File: src/design/rpsc_pkg.sv
// rpsc_pkg: constants for the reset, park and test strap control block
// assumes a 100 MHz system clock
`default_nettype none
package rpsc_pkg;
    localparam int CLK_PERIOD_NS = 10;
    localparam int STRAP_DELAY_NS = 1500;
    localparam int STRAP_DELAY_CYC = (STRAP_DELAY_NS + CLK_PERIOD_NS - 1) / CLK_PERIOD_NS;
    localparam int STRAP_CNT_W = 12;
    localparam int STRAP_W = 8;
    localparam logic [STRAP_W-1:0] STRAP_NORMAL = 8'h00;
    localparam logic [STRAP_W-1:0] TEST_OUT_RESET = 8'h00;

    typedef enum logic [1:0] {
        RPSC_HOLD,
        RPSC_WAIT,
        RPSC_RUN
    } rpsc_state_t;
endpackage
`default_nettype wire

File: src/design/rpsc_top.sv
// rpsc_top: power-on reset release, fast park and test strap handling
// assumes clk is stable before power_on_reset_n is released
// Behaviour
// a low fast park request puts the mirror array promptly into its parked state.
// the supervisor asks for a fast park only when power loss is imminent.
// self-configuration starts on the low-to-high edge of the power-on reset.
// the power-on reset is released only after supplies and clocks are stable.
// while the power-on reset is low no output is in its active state.
// strap pins stay undriven, with weak pulldowns only, while reset is low.
// about 1.5 us after reset release the straps are sampled, then driven as outputs.
// any strap sampled high selects a test mode, all low selects normal operation.
// the board ties the manufacturing test enable low for normal operation.
// the board holds the test port reset low through a resistor.
// the strap mode is latched once and held until the next power-on reset.
`timescale 1ns/100ps
`default_nettype none
module rpsc_top
    import rpsc_pkg::*;
(
    input wire logic clk,
    input wire logic resetn,
    input wire logic power_on_reset_n,
    input wire logic fast_park_request_n,
    input wire logic manufacturing_test_enable,
    input wire logic internal_test_port_reset_n,
    input wire logic [STRAP_W-1:0] test_strap_in,
    output logic [STRAP_W-1:0] test_strap_out,
    output logic [STRAP_W-1:0] test_strap_oe,
    output logic [STRAP_W-1:0] test_strap_pulldown_en,
    input wire logic [STRAP_W-1:0] test_out_data,
    output logic config_start,
    output logic config_active,
    output logic park_mirrors,
    output logic [STRAP_W-1:0] strap_mode,
    output logic test_mode
);

    // ----------------------------------------
    // input synchronisers
    // ----------------------------------------
    logic [1:0] por_sync_reg;
    logic [1:0] park_sync_reg;
    logic [1:0] hwt_sync_reg;
    logic [1:0] tp_sync_reg;
    logic [STRAP_W-1:0] strap_meta_reg;
    logic [STRAP_W-1:0] strap_sync_reg;
    logic por_d_reg;
    wire por_ok = por_sync_reg[1];

    always_ff @(posedge clk or negedge resetn)
    begin
        if (!resetn)
        begin
            por_sync_reg <= 2'h0;
            park_sync_reg <= 2'h3;
            hwt_sync_reg <= 2'h0;
            tp_sync_reg <= 2'h3;
            strap_meta_reg <= '0;
            strap_sync_reg <= '0;
            por_d_reg <= 1'b0;
        end
        else
        begin
            por_sync_reg <= {por_sync_reg[0], power_on_reset_n};
            park_sync_reg <= {park_sync_reg[0], fast_park_request_n};
            hwt_sync_reg <= {hwt_sync_reg[0], manufacturing_test_enable};
            tp_sync_reg <= {tp_sync_reg[0], internal_test_port_reset_n};
            strap_meta_reg <= test_strap_in;
            strap_sync_reg <= strap_meta_reg;
            por_d_reg <= por_ok;
        end
    end

    // ----------------------------------------
    // sequencer
    // ----------------------------------------
    rpsc_state_t state_reg;
    logic [STRAP_CNT_W-1:0] cnt_reg;
    wire por_rise = por_ok && !por_d_reg;
    wire sample_now = (state_reg == RPSC_WAIT) && (cnt_reg == STRAP_CNT_W'(STRAP_DELAY_CYC - 1));

    always_ff @(posedge clk or negedge resetn)
    begin
        if (!resetn)
        begin
            state_reg <= RPSC_HOLD;
            cnt_reg <= '0;
        end
        else if (!por_ok)
        begin
            state_reg <= RPSC_HOLD;
            cnt_reg <= '0;
        end
        else
        begin
            case (state_reg)
                RPSC_HOLD:
                begin
                    if (por_rise)
                    begin
                        state_reg <= RPSC_WAIT;
                        cnt_reg <= '0;
                    end
                end
                RPSC_WAIT:
                begin
                    cnt_reg <= cnt_reg + 1'b1;
                    if (sample_now)
                    begin
                        state_reg <= RPSC_RUN;
                    end
                end
                RPSC_RUN:
                begin
                    cnt_reg <= '0;
                end
                default:
                begin
                    state_reg <= RPSC_HOLD;
                end
            endcase
        end
    end

    // ----------------------------------------
    // strap latch and outputs
    // ----------------------------------------
    always_ff @(posedge clk or negedge resetn)
    begin
        if (!resetn)
        begin
            strap_mode <= STRAP_NORMAL;
        end
        else if (!por_ok)
        begin
            strap_mode <= STRAP_NORMAL;
        end
        else if (sample_now)
        begin
            strap_mode <= strap_sync_reg | {STRAP_W{hwt_sync_reg[1]}};
        end
    end

    always_ff @(posedge clk or negedge resetn)
    begin
        if (!resetn)
        begin
            test_strap_out <= TEST_OUT_RESET;
            test_strap_oe <= '0;
            config_start <= 1'b0;
            park_mirrors <= 1'b0;
        end
        else
        begin
            config_start <= por_rise;
            park_mirrors <= por_ok && !park_sync_reg[1];
            if (por_ok && state_reg == RPSC_RUN)
            begin
                test_strap_out <= test_out_data;
                test_strap_oe <= '1;
            end
            else
            begin
                test_strap_out <= TEST_OUT_RESET;
                test_strap_oe <= '0;
            end
        end
    end

    assign test_strap_pulldown_en = ~test_strap_oe;
    assign config_active = (state_reg == RPSC_RUN) && !tp_sync_reg[1];
    assign test_mode = |strap_mode;

    // ----------------------------------------
    // checks
    // ----------------------------------------
    a_strap_hiz_reset: assert property (@(posedge clk) disable iff (!resetn)
        !por_sync_reg[1] |=> test_strap_oe == '0)
        else $error("straps driven in reset");
    a_no_active_reset: assert property (@(posedge clk) disable iff (!resetn)
        !por_sync_reg[1] |=> !park_mirrors && !config_start)
        else $error("output active in reset");
    a_outputs_idle: assert property (@(posedge clk) disable iff (!resetn)
        !por_ok |=> !config_active && !test_mode && test_strap_out == TEST_OUT_RESET)
        else $error("status active in reset");
    a_hold_in_reset: assert property (@(posedge clk) disable iff (!resetn)
        !por_ok |=> state_reg == RPSC_HOLD)
        else $error("sequencer left hold in reset");
    a_park_prompt: assert property (@(posedge clk) disable iff (!resetn)
        (por_ok && !park_sync_reg[1]) |=> park_mirrors)
        else $error("park not taken");
    a_park_release: assert property (@(posedge clk) disable iff (!resetn)
        (por_ok && park_sync_reg[1]) |=> !park_mirrors)
        else $error("park without request");
    a_config_on_rise: assert property (@(posedge clk) disable iff (!resetn)
        $rose(por_ok) |=> config_start)
        else $error("config not started");
    a_config_pulse: assert property (@(posedge clk) disable iff (!resetn)
        config_start |=> !config_start)
        else $error("config start too long");
    a_sample_delay: assert property (@(posedge clk) disable iff (!resetn || !por_ok)
        (state_reg == RPSC_HOLD) ##1 (state_reg == RPSC_WAIT) |-> ##150 (state_reg == RPSC_RUN))
        else $error("strap sample timing wrong");
    a_drive_after: assert property (@(posedge clk) disable iff (!resetn)
        (state_reg == RPSC_RUN && por_ok) |=> test_strap_oe == '1)
        else $error("straps not driven");
    a_mode_stable: assert property (@(posedge clk) disable iff (!resetn)
        (state_reg == RPSC_RUN && por_ok) |=> $stable(strap_mode))
        else $error("mode changed");
    a_mode_select: assert property (@(posedge clk) disable iff (!resetn)
        (sample_now && strap_sync_reg == '0 && !hwt_sync_reg[1]) |=> !test_mode)
        else $error("normal mode not selected");
    a_mode_test: assert property (@(posedge clk) disable iff (!resetn)
        (sample_now && strap_sync_reg != '0) |=> test_mode)
        else $error("test mode not selected");

    // ----------------------------------------
    // covers
    // ----------------------------------------
    c_boot: cover property (@(posedge clk) disable iff (!resetn) state_reg == RPSC_RUN);
    c_park: cover property (@(posedge clk) disable iff (!resetn) park_mirrors);
    c_test: cover property (@(posedge clk) disable iff (!resetn) test_mode);
    c_gate: cover property (@(posedge clk) disable iff (!resetn) state_reg == RPSC_RUN && !config_active);
    c_hw_test: cover property (@(posedge clk) disable iff (!resetn) sample_now && hwt_sync_reg[1]);
endmodule
`default_nettype wire

File: config.mk
export PLATFORM = sky130hd
export DESIGN_NAME = rpsc_top
export DESIGN_NICKNAME = d
export VERILOG_FILES = /design/src/design/rpsc_pkg.sv /design/src/design/rpsc_top.sv
export SDC_FILE = /design/constraint.sdc
export NUM_CORES = 1
export LEC_CHECK = 0
export ABC_CLOCK_PERIOD_IN_PS = 1900
export BUFFER_PORTS_ARGS = -buffer_cell sky130_fd_sc_hd__buf_2
export CORE_MARGIN = 10
export CORE_UTILIZATION = 40
export DETAILED_ROUTE_END_ITERATION = 8
export SKIP_LAST_GASP = 1
export SYNTH_ARGS = -nofsm -noshare
export SYNTH_HDL_FRONTEND = slang
export SYNTH_SLANG_ARGS = --single-unit
export TNS_END_PERCENT = 100
File: constraint.sdc
create_clock -name clk -period 1.9 [get_ports clk]
set_input_delay 0 -clock clk [delete_from_list [all_inputs] [get_ports clk]]
set_output_delay 0 -clock clk [all_outputs]
set_load 0.1 [all_outputs]
==> run summary, run 1 <==
Setup crit end kind - register
Worst path bufs/invs - 0
Status - finished, final reports clean
Tcrit/Tclk final - 0.912
Slowest-stage cell, CP - a21oi_1
GRT Total Usage - 0.106
Min Clock Period, post-route - 1.73 ns
Unrepaired setup endpoints after global routing - false
Final number of hold-violating endpoints - 0
WL/cell - 14.0 um
Synth Flop Type - dfrtp_1
Least-Margin Pin Slew - 0.646 ns
Post-synthesis average cell area - 12.9 um2
Post_cts resized - 0
Post-synthesis async set-or-reset flop share - 1.00
Congestion Overflow GR - 0
Clock Sinks - 58
Peak VDD IR - 0.672 mV
Post-synthesis cell count - 170
Slowest cell delay on critical path - 0.52 ns
Syn. warnings - 0
Setup Total Neg Slack - 0 ns
Initial Util - 0.423
Crit path cell chain - ha_1 > nor4bb_1 > and4_1 > a21oi_1 > o2bb2ai_1
Die span in y - 94.2 um
Post-synth EDFFs - 0
Post-Synth Simple-Gate Area - 0.172
Max FFs per register - 12
H-tree depth - 3
Vias in the first global route - 1535
Total CTS buffers - 9
Antenna cells - 0
Port Buffers - 57
Most common cell after layout, fill and taps aside - buf_2
Via-to-Cell Ratio - 4.78
Routed vias - 1529
Global-route wire length before repair - 7270 um
Worst endpoint required time - 2.15 ns
Synthesized Nets - 194
Sequential Area - 0.00146 mm2
Startpoint Class - register
XOR/XNOR Fraction of Synth Area - 0.0119
Hold Worst Slack - 0.217 ns
Crit path kind - reg -> reg
CP delay by family, top - compound AO/OA/AOI/OAI gates
Multi-input logic area - 622 um2
Pwr Density - 904 mW/mm2
Routability congestion estimate - 0.784
TritonCTS clock tree - built
Core Box Area - 0.00520 mm2
Post CTS Setup Buffer Count - 0
Clock latency on the worst-skew pair - 0.33 ns
Synth Area in Compound Gates - 0.0847
Post-synthesis adder-cell area fraction - 0.0114
Clock Tree Buf Depth - 2
Largest family of logic cells by synthesized area - simple AND/OR/NAND/NOR gates
P&R area growth vs syn - 32.8%
Clock-pin transition on the worst setup and hold timing paths - 0.07 ns
WP data arrival - 1.99 ns
Total power - 0.00264 W
Number of nets in the layout - 269
Unique cell type count in the Yosys netlist - 38
Slew HR - 0.569
Commonest cells after routing, fill and taps aside - 57 x buf_2, 53 x dfrtp_1, 21 x dlygate4sd3_1
Largest net degree at the start of global routing - 33
Final core utilization - 0.562
Max Cap Viol - 0
Mux share of post-synthesis cell area - 0
Leakage power - 1.39 nW
Fillers - 448
# setup viols final - 0
DR DRC count - 0
Final ANT Viol Nets - 0
Starting DRT DRC Count - 64
Iteration count of the initial detailed-routing pass - 4
DIE WIDTH - 94.2 um
# IOs - 58
Max Clk Rate - 0.577 GHz
Yosys reg bits - 58
Post-CTS Hold Fix Bufs - 21
Post-Syn Area - 0.00220 mm2
Overall routed net length - 4480 um
Layout cells sized above 1 - 0.364
Skew final - 0.00499 ns
HP Class - in -> async
Initial antenna violation count - 0
Die area - 0.00887 mm2
Register area share after synthesis - 0.662
Clk root buf - clkbuf_8
Placed wire-length estimate - 3080 um
Max FO, Critical Path - 8
Rows - 26
Slew Limit Fails - 0
==> layer usage <==
layer | vias to the layer above | wire length, um | GRT usage | share of wire
met5 | - | 0 | 0 | 0
met4 | 0 | 61 | 0.0380 | 0.014
met3 | 6 | 506 | 0.0703 | 0.11
met2 | 63 | 1940 | 0.153 | 0.43
met1 | 729 | 1970 | 0.122 | 0.44
li1 | 731 | - | - | -
==> synthesized netlist by cell type (2+ instances only) <==
cell type	n	share of area
nor4_1	2	0.0057
and2_1	8	0.023
nand2_1	6	0.010
buf_4	15	0.051
or3_1	4	0.011
nand3_2	2	0.0091
inv_1	2	0.0034
nor2_1	14	0.024
o2bb2ai_1	8	0.032
ha_1	2	0.011
dfrtp_1	54	0.61
o21ai_0	8	0.018
nor2b_1	3	0.0085
nand3_1	4	0.0091
dfstp_2	4	0.048
a21oi_1	5	0.011
o31ai_1	3	0.010
and4_1	2	0.0080
nand4_1	3	0.0085
xor2_1	3	0.012
==> report_power, final <==
group / internal (W) / switching (W)
Clock: 0.000734 / 0.000486
Sequential: 0.00127 / 0.0000187
Combinational: 0.0000606 / 0.0000721
Total: 0.00207 / 0.000577
==> path summary, 6_finish.rpt <==
check,start,end,slack (ns),cells after the start
worst max-delay path,cnt_reg[0],strap_mode[5],0.17,5
worst min-delay path,resetn,strap_sync_reg[4],0.22,2
worst max register to register,cnt_reg[0],strap_mode[5],0.17,5
worst min register to register,strap_meta_reg[3],strap_sync_reg[3],0.35,0
max in group asynchronous,resetn,park_sync_reg[0],1.04,3
min in group clk,test_strap_in[6],strap_meta_reg[6],0.30,2
==> stage by stage <==
step | std cells | area (um2) | setup slack [ns]
detailed placement | 283 | 2490 | 0.163
CTS | 320 | 2920 | 0.148
global placement | 283 | 2490 | 0.230
global route | 320 | 2920 | 0.0213
floorplan | 170 | 2210 | 0.0470
finish | 320 | 2920 | 0.166
==> final cells by class <==
| class | instances | share of cell area |
|---|---|---|
| timing repair buffer | 80 | 0.179 |
| tap | 70 | 0.0300 |
| clock inverter | 7 | 0.0321 |
| multi-input combinational | 93 | 0.213 |
| inverter | 3 | 0.00514 |
| clock buffer | 9 | 0.0424 |
| sequential | 58 | 0.499 |
==> kinds of logic after synthesis <==
group | count (synthesis)
AOI/OAI and AO/OA | 28
xor gates and xnor gates | 3
adders and majority gates | 2
buffers and inverters | 19
DFF | 58
and+or+nand+nor | 60
(Power assumes the default switching activity.)
==> run 2: changes to the inputs <==
==> constraint.sdc (replaced) <==
create_clock -name clk -period 1.9 [get_ports clk]
set_input_delay 0.38 -clock clk [delete_from_list [all_inputs] [get_ports clk]]
set_output_delay 0.38 -clock clk [all_outputs]
set_load 0.1 [all_outputs]
==> run 2 against run 1 <==
Against the previous run:
- critical path depth shrank 2
- count of clock-buffer cells in the layout grew 2
- core utilization shrank 3.2 points
- global-route usage shrank 0.34 points
- largest cell class unchanged
- largest power group unchanged
- first-iteration DRC count is the same
==> run summary, run 2 (synthesis results as in run 1) <==
Setup Total Neg Slack - 0 ns
Worst endpoint required time - 1.52 ns
Post-CTS Hold Fix Bufs - 0
Slowest-stage cell, CP - dfrtp_2
DR DRC count - 0
Starting DRT DRC Count - 64
Via-to-Cell Ratio - 4.86
Max Clk Rate - 0.545 GHz
Routability congestion estimate - 0.770
# setup viols final - 0
Met3 track demand over resource - 0.0544
Largest net degree at the start of global routing - 39
Slew HR - 0.593
Met1 GRT Util - 0.119
Vias in the first global route - 1435
TritonCTS clock tree - built
Clock-pin transition on the worst setup and hold timing paths - 0.06 ns
Layout cells sized above 1 - 0.435
Total CTS buffers - 9
Slew Limit Fails - 0
Post CTS Setup Buffer Count - 0
Pre-CTS setup slack - 0.190 ns
HP Class - in -> async
Sequential Area - 0.00147 mm2
Final ANT Viol Nets - 0
GR peak layer - met2
Max FFs per register - 12
Antenna cells - 0
Clock Sinks - 58
Max Cap Viol - 0
Number of nets in the layout - 249
Rows - 26
Clock Tree Buf Depth - 2
Die span in y - 94.2 um
Port Buffers - 57
WP data arrival - 1.46 ns
Commonest cells after routing, fill and taps aside - 55 x buf_2, 47 x dfrtp_1, 14 x nor2_1
Pwr Density - 954 mW/mm2
Iteration count of the initial detailed-routing pass - 4
Slowest cell delay on critical path - 0.43 ns
Congestion Overflow GR - 0
Final number of hold-violating endpoints - 0
Most common cell after layout, fill and taps aside - buf_2
Leakage power - 1.30 nW
Initial antenna violation count - 0
Crit path kind - reg -> out
Fillers - 475
Max FO, Critical Path - 3
Clock latency on the worst-skew pair - 0.33 ns
Tcrit/Tclk final - 0.966
Routed vias - 1458
Overall routed net length - 4400 um
Initial Util - 0.423
Multi-input logic area - 643 um2
WL/cell - 14.7 um
Final WS setup - 0.0649 ns
Peak VDD IR - 0.570 mV
Global-route wire length before repair - 7070 um
Crit path cell chain - nor4_2 > nand2_2 > clkbuf_4
Clk root buf - clkbuf_8
# IOs - 58
Total power - 0.00263 W
Placed wire-length estimate - 3170 um
Skew final - 0.00959 ns
DIE WIDTH - 94.2 um
Status - finished, final reports clean
Min Clock Period, post-route - 1.84 ns
Die area - 0.00887 mm2
P&R area growth vs syn - 25.3%
GRT Total Usage - 0.103
M2 GR Usage - 0.148
Core Box Area - 0.00520 mm2
Startpoint Class - register
H-tree depth - 3
Least-Margin Pin Slew - 0.610 ns
Setup crit end kind - primary output
## run 2: area by class of cell
class                      count  area share
multi-input combinational     93       0.233
inverter                       3     0.00544
tap                           70      0.0318
clock buffer                  11      0.0513
clock inverter                 5      0.0281
timing repair buffer          60       0.118
sequential                    58       0.532
## run 2: critical path: cells and delay by family, from the launching register on
family                 cells  cell delay [ns]
flip-flops                 1             0.43
AND/OR/NAND/NOR            2             0.42
buffers and inverters      1             0.28
## run 2: power by group
group	switching (W)	leakage (nW)	internal [W]
combinational	0.0000671	0.464	0.0000343
clock	0.000468	0.109	0.000770
sequential	0.0000194	0.731	0.00127
total	0.000555	1.30	0.00207
## run 2: stage by stage
stage | std cells | cell area [um2] | hold slack [ns] | util
after CTS | 300 | 2740 | 0.0187 | 0.526
after floorplan | 170 | 2230 | 0.0844 | -
after global placement | 284 | 2520 | 0.332 | 0.484
after detailed placement | 284 | 2520 | 0.335 | 0.484
final | 300 | 2760 | 0.0255 | 0.530
after global routing | 300 | 2760 | 0.0210 | 0.530
## run 2: path summary, 6_finish.rpt
path | endpoint | startpoint | cells past startpoint | slack, ns
worst max-delay path | test_mode | strap_mode[1] | 3 | 0.06
worst min-delay path | strap_meta_reg[0] | resetn | 2 | 0.03
worst max register to register | strap_mode[4] | cnt_reg[0] | 5 | 0.18
worst min register to register | hwt_sync_reg[1] | hwt_sync_reg[0] | 0 | 0.35
max in group asynchronous | test_strap_oe[6] | resetn | 2 | 1.62
min in group clk | tp_sync_reg[0] | internal_test_port_reset_n | 1 | 0.15
## run 2: layer usage
layer	part of all wire	routed length [um]
met5	0	0
met2	0.45	1990
met3	0.086	378
met4	0.016	69
met1	0.45	1960
## run 2: timing repair
item                                    CTS  global route
hold endpoints to repair                  0             0
resized for setup                         0             4
endpoints found under the setup margin    0             2
